`src/hdl/mpn_pkg.sv`:
```
package mpn_pkg;

	// clock rate and one-shot timing
	localparam int unsigned CLK_HZ          = 10_000_000;
	localparam int unsigned DEBOUNCE_MS     = 170;
	localparam int unsigned PULSE_US        = 1;
	localparam int unsigned DEBOUNCE_CYCLES = DEBOUNCE_MS * (CLK_HZ / 1000);
	localparam int unsigned PULSE_CYCLES    = PULSE_US * (CLK_HZ / 1_000_000);

	// manual memory access
	localparam logic [4:0]  SP_ADDR_WORD  = 5'h1f;        // scratch-pad word holding the address
	localparam logic [31:0] ADDR_STEP     = 32'h0000_0004; // one word
	localparam logic [31:0] WORD_MASK     = 32'hffff_fffc; // byte bits dropped

	// register bus map
	localparam logic [3:0]  REG_DISPLAY   = 4'h0; // display data register, read/write
	localparam logic [3:0]  REG_STATUS    = 4'h4; // panel state, read only
	localparam logic [3:0]  REG_ADDR      = 4'h8; // last manual address, read only
	localparam logic [31:0] DISPLAY_RESET = 32'h0000_0000;

	// selector positions
	localparam int unsigned SEL_COUNT = 9;
	localparam int unsigned SEL_SPADDR   = 0;
	localparam int unsigned SEL_MEMADDR  = 1;
	localparam int unsigned SEL_MEMDATA  = 2;
	localparam int unsigned SEL_UTILITY  = 3;
	localparam int unsigned SEL_INTERMED = 4;
	localparam int unsigned SEL_OPCODE   = 5;
	localparam int unsigned SEL_N     = 6;
	localparam int unsigned SEL_STAT  = 7;
	localparam int unsigned SEL_SPARE = 8;

	// bits that may be written back, per selector position
	localparam logic [SEL_COUNT*32-1:0] MODIFY_MASKS = {
		32'h0000_0000, // spare
		32'h0000_0000, // status
		32'h7f70_0000, // n counter
		32'h37c0_0f0f, // opcode
		32'hffff_ffff, // intermediate
		32'hffff_ffff, // utility
		32'hffff_ffff, // memory data
		32'h0000_0000, // memory address
		32'h0000_0000  // scratch-pad address
	};

	// operator switches, all asynchronous
	typedef struct packed {
		logic       memRead;
		logic       memWrite;
		logic       incInhibit;
		logic       start;
		logic       setReg;
		logic [8:0] sel;
	} mpn_sw_t;

	// processor condition levels, same clock
	typedef struct packed {
		logic running;
		logic machErrStop;
		logic memAddrLevel;
		logic singleStep;
	} mpn_cpu_t;

	// manual memory sequence
	typedef enum logic [2:0] {
		ST_IDLE  = 3'b000,
		ST_SPRD  = 3'b001,
		ST_SPCAP = 3'b010,
		ST_MEM   = 3'b011,
		ST_INC   = 3'b100
	} mpn_state_t;

endpackage : mpn_pkg

```
`src/hdl/mpn_maint_panel.sv`:
```
`timescale 1ns/1ps
// Function
// - memory op address comes from scratch word 31
// - whole word, low two address bits ignored
// - read switch plus start loads memory word
// - write switch plus start stores display register
// - address plus four unless inhibit switch set
// - nine-position selector picks one register
// - 32 lamps driven from adder output
// - halted adder passes display register unchanged
// - selected register onto input bus, strobe loads
// - select press arms, 170 ms then pulse
// - pulse sets load flag; flags clear each other
// - memory data register through bus separator
// - memory data valid only after stop conditions
// - only marked bits written back
// - set register copies display, then redisplays
module mpn_maint_panel
#(
	parameter int unsigned DEBOUNCE = mpn_pkg::DEBOUNCE_CYCLES
)
(
	input  wire logic                clk_sys,
	input  wire logic                rstn,
	// register bus
	input  wire logic [3:0]          busAddr,
	input  wire logic [31:0]         busWdata,
	input  wire logic                busWr,
	input  wire logic                busRd,
	output logic [31:0]              busRdata,
	// operator panel
	input  wire mpn_pkg::mpn_sw_t    panelSw,
	input  wire logic [31:0]         dataSw,
	output logic [31:0]              lamps,
	// processor side
	input  wire mpn_pkg::mpn_cpu_t   cpu,
	input  wire logic [31:0]         adderResult,
	input  wire logic [9*32-1:0]     regSrc,
	output logic [31:0]              inputBus,
	output logic [8:0]               regWrEn,
	output logic [31:0]              regWrData,
	output logic                     displayLoadStrobe,
	// scratch pad
	output logic [4:0]               spAddr,
	output logic                     spRd,
	output logic                     spWr,
	output logic [31:0]              spWdata,
	input  wire logic [31:0]         spRdata,
	// main memory
	output logic                     memReq,
	output logic                     memWe,
	output logic [31:0]              memAddr,
	output logic [31:0]              memWdata,
	input  wire logic                memAck,
	input  wire logic [31:0]         memRdata
);
	import mpn_pkg::*;

	// refuse a debounce count the 24-bit counter cannot hold
	if (DEBOUNCE < 1 || DEBOUNCE > 32'h00ff_ffff)
	begin : gen_bad_debounce
		$error("debounce count out of range");
	end

	localparam logic [23:0] DEB_LAST   = 24'(DEBOUNCE - 1);
	localparam logic [3:0]  PULSE_LAST = 4'(PULSE_CYCLES - 1);

	mpn_sw_t     swMeta_reg;      // first synchroniser stage
	mpn_sw_t     sw_reg;          // synchronised switches
	mpn_sw_t     swPrev_reg;      // for edge detection
	logic [31:0] dataMeta_reg;    // first stage, data switches
	logic [31:0] data_reg;        // synchronised data switches
	logic [31:0] dataPrev_reg;    // for edge detection
	logic [31:0] display_reg;     // display data register
	logic [31:0] addrHold_reg;    // address fetched from scratch pad
	logic        isWrite_reg;     // current manual op direction
	logic        armed_reg;       // seq_armed_flag
	logic        loadFlag_reg;    // seq_load_flag
	logic [23:0] debCnt_reg;      // debounce one-shot
	logic        debRun_reg;      // debounce timing active
	logic [3:0]  pulseCnt_reg;    // pulse width counter
	logic        debouncedPulse_n_reg; // active-low debounced pulse
	logic        setPending_reg;  // set register held down
	logic [8:0]  selLatch_reg;    // position captured at arm time
	mpn_state_t  state_reg;
	mpn_state_t  state_next;

	logic        startEdge;       // start button pressed
	logic        anySelPress;     // any_select_sw_pressed
	logic        setPress;        // set register pressed
	logic        setRelease;      // set register released
	logic        seqIdle;         // both sequencer flags clear and debounce timing not active
	logic        memDataValid;    // memory data register holds memory contents
	logic [31:0] busNext;         // input bus before register
	logic [31:0] selMask;         // modifiable bits of selected register
	logic [31:0] dataPress;       // data switch rising edges

	// two-stage synchronisers for all panel inputs
	always_ff @(posedge clk_sys or negedge rstn)
	begin
		if (!rstn)
		begin
			swMeta_reg   <= '0;
			sw_reg       <= '0;
			swPrev_reg   <= '0;
			dataMeta_reg <= 32'h0000_0000;
			data_reg     <= 32'h0000_0000;
			dataPrev_reg <= 32'h0000_0000;
		end
		else
		begin
			swMeta_reg   <= panelSw;
			sw_reg       <= swMeta_reg;
			swPrev_reg   <= sw_reg;
			dataMeta_reg <= dataSw;
			data_reg     <= dataMeta_reg;
			dataPrev_reg <= data_reg;
		end
	end

	// edges and decode
	assign startEdge   = sw_reg.start & ~swPrev_reg.start;
	assign anySelPress = |(sw_reg.sel & ~swPrev_reg.sel);
	assign setPress    = sw_reg.setReg & ~swPrev_reg.setReg;
	assign setRelease  = ~sw_reg.setReg & swPrev_reg.setReg;
	assign dataPress   = data_reg & ~dataPrev_reg;
	assign seqIdle     = ~armed_reg & ~loadFlag_reg & ~debRun_reg;
	assign memDataValid = cpu.machErrStop | (cpu.memAddrLevel & cpu.singleStep);

	// selected register onto the input bus
	always_comb
	begin
		busNext = 32'h0000_0000;
		selMask = 32'h0000_0000;
		for (int i = 0; i < SEL_COUNT; i++)
		begin
			if (selLatch_reg[i])
			begin
				busNext = regSrc[i*32 +: 32];
				selMask = MODIFY_MASKS[i*32 +: 32];
			end
		end
		if (selLatch_reg[SEL_MEMDATA] && !memDataValid)
			busNext = 32'h0000_0000;
	end

	// registered input bus
	always_ff @(posedge clk_sys or negedge rstn)
	begin
		if (!rstn)
			inputBus <= 32'h0000_0000;
		else
			inputBus <= busNext;
	end

	// selector position captured when a sequence starts
	always_ff @(posedge clk_sys or negedge rstn)
	begin
		if (!rstn)
			selLatch_reg <= 9'h000;
		else if (anySelPress && seqIdle)
			selLatch_reg <= sw_reg.sel;
	end

	// armed flag
	always_ff @(posedge clk_sys or negedge rstn)
	begin
		if (!rstn)
			armed_reg <= 1'b0;
		else if ((anySelPress || setRelease) && seqIdle)
			armed_reg <= 1'b1;
		else if (loadFlag_reg)
			armed_reg <= 1'b0;
	end

	// debounce delay then one-microsecond low pulse
	always_ff @(posedge clk_sys or negedge rstn)
	begin
		if (!rstn)
		begin
			debRun_reg           <= 1'b0;
			debCnt_reg           <= 24'h00_0000;
			pulseCnt_reg         <= 4'h0;
			debouncedPulse_n_reg <= 1'b1;
		end
		else if (!debRun_reg)
		begin
			// trigger on arming
			if ((anySelPress || setRelease) && seqIdle)
			begin
				debRun_reg <= 1'b1;
				debCnt_reg <= 24'h00_0000;
			end
		end
		else if (debouncedPulse_n_reg)
		begin
			// settle time
			if (debCnt_reg == DEB_LAST)
			begin
				debouncedPulse_n_reg <= 1'b0;
				pulseCnt_reg         <= 4'h0;
			end
			else
				debCnt_reg <= debCnt_reg + 24'h00_0001;
		end
		else if (pulseCnt_reg == PULSE_LAST)
		begin
			debouncedPulse_n_reg <= 1'b1;
			debRun_reg           <= 1'b0;
		end
		else
			pulseCnt_reg <= pulseCnt_reg + 4'h1;
	end

	// load flag
	always_ff @(posedge clk_sys or negedge rstn)
	begin
		if (!rstn)
			loadFlag_reg <= 1'b0;
		else if (!armed_reg)
			loadFlag_reg <= 1'b0;
		else if (!debouncedPulse_n_reg)
			loadFlag_reg <= 1'b1;
	end

	// display load strobe, one cycle at load flag rise
	always_ff @(posedge clk_sys or negedge rstn)
	begin
		if (!rstn)
			displayLoadStrobe <= 1'b0;
		else
			displayLoadStrobe <= ~armed_reg ? 1'b0 : (~debouncedPulse_n_reg & ~loadFlag_reg);
	end

	// set register write-back
	always_ff @(posedge clk_sys or negedge rstn)
	begin
		if (!rstn)
		begin
			setPending_reg <= 1'b0;
			regWrEn        <= 9'h000;
			regWrData      <= 32'h0000_0000;
		end
		else
		begin
			regWrEn <= 9'h000;
			if (setPress && seqIdle && !cpu.running)
			begin
				setPending_reg <= 1'b1;
				regWrEn        <= selLatch_reg;
				regWrData      <= display_reg & selMask;
			end
			else if (setRelease)
				setPending_reg <= 1'b0;
		end
	end

	// manual memory sequence, next state
	always_comb
	begin
		state_next = state_reg;
		unique case (state_reg)
			ST_IDLE:
				if (startEdge && !cpu.running && (sw_reg.memRead ^ sw_reg.memWrite))
					state_next = ST_SPRD;
			ST_SPRD:
				state_next = ST_SPCAP;
			ST_SPCAP:
				state_next = ST_MEM;
			ST_MEM:
				if (memAck)
					state_next = ST_INC;
			ST_INC:
				state_next = ST_IDLE;
			default:
				state_next = ST_IDLE;
		endcase
	end

	// manual memory sequence, state
	always_ff @(posedge clk_sys or negedge rstn)
	begin
		if (!rstn)
			state_reg <= ST_IDLE;
		else
			state_reg <= state_next;
	end

	// direction captured at start
	always_ff @(posedge clk_sys or negedge rstn)
	begin
		if (!rstn)
			isWrite_reg <= 1'b0;
		else if (state_reg == ST_IDLE)
			isWrite_reg <= sw_reg.memWrite;
	end

	// scratch-pad port
	always_ff @(posedge clk_sys or negedge rstn)
	begin
		if (!rstn)
		begin
			spAddr       <= 5'h00;
			spRd         <= 1'b0;
			spWr         <= 1'b0;
			spWdata      <= 32'h0000_0000;
			addrHold_reg <= 32'h0000_0000;
		end
		else
		begin
			spRd <= 1'b0;
			spWr <= 1'b0;
			if (state_reg == ST_IDLE && state_next == ST_SPRD)
			begin
				spAddr <= SP_ADDR_WORD;
				spRd   <= 1'b1;
			end
			if (state_reg == ST_SPCAP)
				addrHold_reg <= spRdata;
			if (state_reg == ST_INC && !sw_reg.incInhibit)
			begin
				spAddr  <= SP_ADDR_WORD;
				spWr    <= 1'b1;
				spWdata <= addrHold_reg + ADDR_STEP;
			end
		end
	end

	// main memory port
	always_ff @(posedge clk_sys or negedge rstn)
	begin
		if (!rstn)
		begin
			memReq   <= 1'b0;
			memWe    <= 1'b0;
			memAddr  <= 32'h0000_0000;
			memWdata <= 32'h0000_0000;
		end
		else if (state_reg == ST_SPCAP)
		begin
			memReq   <= 1'b1;
			memWe    <= isWrite_reg;
			memAddr  <= spRdata & WORD_MASK;
			memWdata <= display_reg;
		end
		else if (state_reg == ST_MEM && memAck)
		begin
			memReq <= 1'b0;
			memWe  <= 1'b0;
		end
	end

	// display data register
	always_ff @(posedge clk_sys or negedge rstn)
	begin
		if (!rstn)
			display_reg <= DISPLAY_RESET;
		else if (state_reg == ST_MEM && memAck && !isWrite_reg)
			display_reg <= memRdata;
		else if (displayLoadStrobe)
			display_reg <= inputBus;
		else if (busWr && busAddr == REG_DISPLAY)
			display_reg <= busWdata;
		else if (|dataPress)
			display_reg <= display_reg | dataPress;
	end

	// lamps from the adder output while running, else the display register
	always_ff @(posedge clk_sys or negedge rstn)
	begin
		if (!rstn)
			lamps <= 32'h0000_0000;
		else
			lamps <= cpu.running ? adderResult : display_reg;
	end

	// register bus read port, data one cycle after strobe
	always_ff @(posedge clk_sys or negedge rstn)
	begin
		if (!rstn)
			busRdata <= 32'h0000_0000;
		else if (busRd)
		begin
			unique case (busAddr)
				REG_DISPLAY:
					busRdata <= display_reg;
				REG_STATUS:
					busRdata <= {15'h0000, state_reg, setPending_reg, memDataValid, debRun_reg,
						loadFlag_reg, armed_reg, selLatch_reg};
				REG_ADDR:
					busRdata <= addrHold_reg;
				default:
					busRdata <= 32'h0000_0000;
			endcase
		end
		else
			busRdata <= 32'h0000_0000;
	end

endmodule : mpn_maint_panel

```
`config.mk`:
```
export PLATFORM = sky130hd
export DESIGN_NAME = mpn_maint_panel
export DESIGN_NICKNAME = d
export VERILOG_FILES = /design/src/hdl/mpn_pkg.sv /design/src/hdl/mpn_maint_panel.sv
export SDC_FILE = /design/constraint.sdc
export NUM_CORES = 1
export LEC_CHECK = 0
export BUFFER_PORTS_ARGS = -buffer_cell sky130_fd_sc_hd__buf_2
export CAP_MARGIN = 5
export CORE_AREA = 10 10 268 270
export CTS_CLUSTER_DIAMETER = 100
export DETAILED_ROUTE_END_ITERATION = 16
export DIE_AREA = 0 0 278 280
export SLEW_MARGIN = 20
export SYNTH_ARGS = -nofsm -noshare
export SYNTH_HDL_FRONTEND = slang
export SYNTH_SLANG_ARGS = --single-unit
```
`constraint.sdc`:
```
create_clock -name clk_sys -period 3.45 [get_ports clk_sys]
set_clock_uncertainty 0.15 [all_clocks]
set_input_delay 0.1725 -clock clk_sys [delete_from_list [all_inputs] [get_ports clk_sys]]
set_output_delay 0.1725 -clock clk_sys [all_outputs]
set_load 0.1 [all_outputs]
```
# Yosys cells after proc, flatten, opt, wreduce, memory -nomap -nowiden
# Index checks and enable logic that the tools add are counted.
[classes]
add_sub_neg = 3
n_eq_ne = 14
n_mux = 56
bitwise = 22
reduce_logical = 29
[ops]
columns = ["op", "count"]
rows = [
  ["$mux W32", 23],
  ["$mux W24", 4],
  ["$pmux W32 S3", 1],
  ["$and A32 B32 Y32", 2],
  ["$add A32 B3 Y32 const B", 1],
  ["$not A32 Y32", 1],
  ["$or A32 B32 Y32", 1],
  ["$reduce_or A32 Y1", 1],
  ["$add A24 B1 Y24 const B", 1],
  ["$eq A24 B21 Y1 const B", 1],
  ["$mux W1", 19],
  ["$logic_and A1 B1 Y1", 12],
  ["$mux W4", 3],
  ["$pmux W3 S4", 1],
  ["$mux W5", 2],
  ["$reduce_bool A2 Y1", 5],
  ["$and A9 B9 Y9", 1],
  ["$mux W9", 1],
  ["$not A9 Y9", 1],
  ["$reduce_or A9 Y1", 1],
  ["$eq A4 B4 Y1 const B", 2],
  ["$and A1 B1 Y1", 7],
  ["$not A1 Y1", 7],
  ["$eq A3 B1 Y1 const B", 2],
  ["15 further kinds", 24],
]
[totals]
regBits = 486

# Longest topological paths before layout
[depth]
ltp_word = 10
mapped_depth = 8

# Worst setup path after synthesis
# No wires, ideal clock.
[synth_path]
kind = "register -> register"
startpoint = "reg debRun_reg"
endpoint = "reg regWrData[10]"
setup_ns = 0.122
arrival_ns = 2.001
slack_ns = 1.177
stages_incl_launch_ff = 7
path_buffers = 3
synth_period_minus_slack_ns = 2.273
path_cell_list = "dfrtp_1 > or3_1 > buf_2 > or4b_4 > buf_6 > buf_6 > a22o_1"
[synth_between]
elab_chain_len = 4
[synth_rtl]
columns = ["element", "line", "rtl"]
rows = [
  ["start: declaration", "mpn_maint_panel.sv:80", "logic debRun_reg;"],
  ["start signal: assignment", "mpn_maint_panel.sv:181", "debRun_reg <= 1'b0;"],
  ["start signal: assignment", "mpn_maint_panel.sv:191", "debRun_reg <= 1'b1;"],
  ["start signal: assignment", "mpn_maint_panel.sv:209", "debRun_reg <= 1'b0;"],
  ["$not A1 Y1", "mpn_maint_panel.sv:127", "assign seqIdle = ~armed_reg & ~loadFlag_reg & ~debRun_reg;"],
  ["$and A1 B1 Y1", "mpn_maint_panel.sv:127", ""],
  ["$logic_and A1 B1 Y1 (2 in a row)", "mpn_maint_panel.sv:247", "if (setPress && seqIdle && !cpu.running)"],
  ["end signal: assignment", "mpn_maint_panel.sv:251", "regWrData <= display_reg & selMask;"],
  ["end: declaration", "mpn_maint_panel.sv:41", "output logic [31:0] regWrData,"],
]
# Every way passes these cells.
# A chain may end at the register's enable or synchronous reset.

# Final worst setup path
[layout_path]
startpoint = "reg selLatch_reg[4]"
endpoint = "reg inputBus[6]"
[layout_between]
elab_chain_len = 6
[layout_rtl]
columns = ["element", "line", "rtl"]
rows = [
  ["start: declaration", "mpn_maint_panel.sv:84", "logic [8:0] selLatch_reg;"],
  ["start signal: assignment", "mpn_maint_panel.sv:162", "selLatch_reg <= sw_reg.sel;"],
  ["$mux W32 (5 in a row)", "mpn_maint_panel.sv:137", "if (selLatch_reg[i])"],
  ["$mux W32", "mpn_maint_panel.sv:143", "if (selLatch_reg[SEL_MEMDATA] && !memDataValid)"],
  ["net busNext[6]", "mpn_maint_panel.sv:94", "logic [31:0] busNext;"],
  ["end signal: assignment", "mpn_maint_panel.sv:153", "inputBus <= busNext;"],
  ["end: declaration", "mpn_maint_panel.sv:39", "output logic [31:0] inputBus,"],
]
# The timed path passes the listed nets, and every way through them passes these cells.

==> summary.txt <==
Worst setup path category - reg -> reg
Post-route cell area - 0.0279 mm^2
Core Rows - 95
GP Congestion - 0.948
Hold/Removal Path Class - in -> async
Final period utilization - 0.967
Seq/Total Area, Yosys - 0.594
Max Transition Viols Final - 0
Starting Density - 0.286
RSZ-0062 raised after global routing - false
DR pass1 iterations - 6
First-pass GRT wire length - 137 mm
Core area - 0.0666 mm^2
Worst path max stage delay - 0.95 ns
Critical path fanouts, max - 31
Arrival time worst endpoint - 3.63 ns
Hold WS - 0.0685 ns
TritonCTS Sinks - 452
#FFs+latches synth - 452
Hold violation total from the final report - 0
Iter 0 DRT Violations - 1633
EDFF count, synth - 0
Largest net degree at the start of global routing - 99
Final setup viols - 0
DRC errors left - 0
Drt total wl - 96.4 mm
Die Span Y - 280 um
Routed WL per cell - 26.8 um
Max clock buf depth - 3
Synth top area share - 0.592
WL met1 - 35.8 mm
Vias per inst - 5.09
Die width - 278 um
Slew @ Worst Pin - 1.01 ns
Max_cap viols - 0
Total CTS buffers - 52
Die ar. - 0.0778 mm^2
Synth warn - 0
Uppermost layer routed - met5
Port bufs - 715
Mapped cell area - 0.0191 mm^2
Layout cells sized above 1 - 0.367
Fmax - 0.300 GHz
Initial antenna violation count - 37
Final worst path period need - 3.34 ns
Mapped Avg Cell Area - 11.1 um^2
Antenna Nets Post-Route - 0
Total Routing Usage GR - 0.238
Critical Path End Type - register
Root Buffer - clkbuf_16
Post-synth cell types - 56
CTS clk-pin slew, worst paths - 0.06 ns
Peak VDD IR - 0.528 mV
Final net count - 3128
Via count of the routed design - 18294
Critical Path RT - 3.75 ns
Async set-reset flop share out of synthesis - 1.00
Power per cell area - 1000 mW/mm^2
Syn Inst Count - 1714
CP bufs+invs - 2
Total setup buffers inserted after CTS - 0
Clk_lat worst skew - 0.59 ns
Synth cell count leaders - dfrtp_1, nor2_1, a21oi_1
Main synth FF type - dfrtp_1
Worst-path cell chain - nand2b_1 > nor2_1 > a21oi_1 > dlygate4sd3_1 > a21oi_1 > dlygate4sd3_1 > nor3_1
GRT overflow - 0
Setup Total Neg Slack - 0 ns
Cell with the most instances after synthesis - dfrtp_1
Area leader, netlist - dfrtp_1
I/O Pins - 718
Cell leakage power - 13.1 nW
CTS tree - done
PnR Total Power - 28.0 mW
Vias in the first global route - 19634
Metal3 WL - 7.27 mm
Status - completed
DR WL met2 - 47.6 mm
H-tree depth - 2
Critical path launch point type - register
Post-DP HPWL - 74.6 mm
Slowest-stage cell, CP - dfrtp_2
Dpl cell area - 0.0236 mm^2
Synth area leaders - dfrtp_1, mux2_2, nor2_1, a21oi_1, a22o_1
Area grow syn2layout - 46.7%
CP top delay family - buffers and inverters
Rel. slew slack - 0.328
report_power, final:
part	total, mW	internal [mW]	switching [mW]
Sequential	8.70	6.58	2.12
Clock	5.62	3.34	2.28
Combinational	13.7	3.55	10.2
Total	28.0	13.5	14.6
cell type report:
cell class                 count  area, um^2
antenna                       28        70.1
fill                        6458       38600
clock buffer                  73        1540
tap                          873        1090
sequential                   452       11300
timing repair buffer        1024        6610
clock inverter                22         213
multi-input combinational   1035        6780
inverter                      84         315
placed cells by master, fill, tap and decap left out, types with 7 or more instances in the layout:
master | synthesis | routed
a221oi_1 | 33 | 33
buf_4 | 36 | 49
clkbuf_16 | 0 | 54
dfrtp_1 | 451 | 445
buf_2 | 1 | 714
dlygate4sd3_1 | 0 | 255
o311ai_0 | 11 | 11
a31oi_1 | 34 | 34
diode_2 | 0 | 28
nor4_1 | 28 | 28
inv_1 | 82 | 82
o21ai_0 | 24 | 24
nor3_1 | 30 | 30
a222oi_1 | 16 | 16
xnor2_1 | 26 | 26
a22o_1 | 55 | 55
nand2_1 | 76 | 75
clkbuf_8 | 0 | 12
o32a_1 | 10 | 10
nand3_1 | 27 | 27
o22ai_1 | 23 | 23
nor2_1 | 226 | 224
xor2_1 | 21 | 21
a21oi_1 | 129 | 129
nand4_1 | 12 | 12
and2_1 | 11 | 11
nand2b_1 | 11 | 11
mux2_2 | 103 | 103
a211oi_1 | 22 | 22
clkinv_2 | 0 | 13
clkbuf_1 | 94 | 7
a211o_1 | 32 | 32
a22oi_1 | 16 | 16
worst reg2reg max path: cells and delay by family (launching register included):
family | cells | cell delay [ns]
AO/OA/AOI/OAI | 2 | 0.21
flip-flops | 1 | 0.95
AND/OR/NAND/NOR | 3 | 0.71
buffers and inverters | 2 | 1.18
layer usage:
metal / vias up / GRT usage
li1: 7998 / -
met1: 9045 / 0.271
met2: 1021 / 0.403
met3: 224 / 0.0578
met4: 6 / 0.138
met5: - / 0
what timing repair did:
item	4_1_cts	5_1_grt
hold endpoints to repair	286	0
setup endpoints to repair	0	2
hold buffers	255	0
gates resized for setup	0	1
cells by family after synthesis:
group	count (synthesis)	synth area share
flip-flops	452	0.594
XOR/XNOR	47	0.0216
AO/OA/AOI/OAI	418	0.154
AND/OR/NAND/NOR	456	0.110
buffers and inverters	228	0.0540
multiplexers	108	0.0635
other	1	0.000197
adder cells (fa/ha/maj)	4	0.00263
per-stage QoR:
stage	std cells	util	worst slack [ns]
3_5_place_dp	3213	0.354	0.482
3_3_place_gp	3213	0.354	0.541
4_1_cts	3563	0.419	0.120
5_1_grt	3585	0.420	0.0229
2_1_floorplan	1715	-	1.18
6_report	3591	0.420	0.114
final timing paths:
kind,start,to,slack [ns],cells after the start
setup / recovery,selLatch_reg[4],inputBus[6],0.11,7
hold / removal,rstn,dataMeta_reg[0],0.07,2
setup reg to reg,selLatch_reg[4],inputBus[6],0.11,7
hold reg to reg,dataMeta_reg[31],data_reg[31],0.19,0
max in group asynchronous,rstn,selLatch_reg[7],2.12,3
min in group clk_sys,busAddr[3],busRdata[12],0.07,5
(Power assumes the default switching activity.)
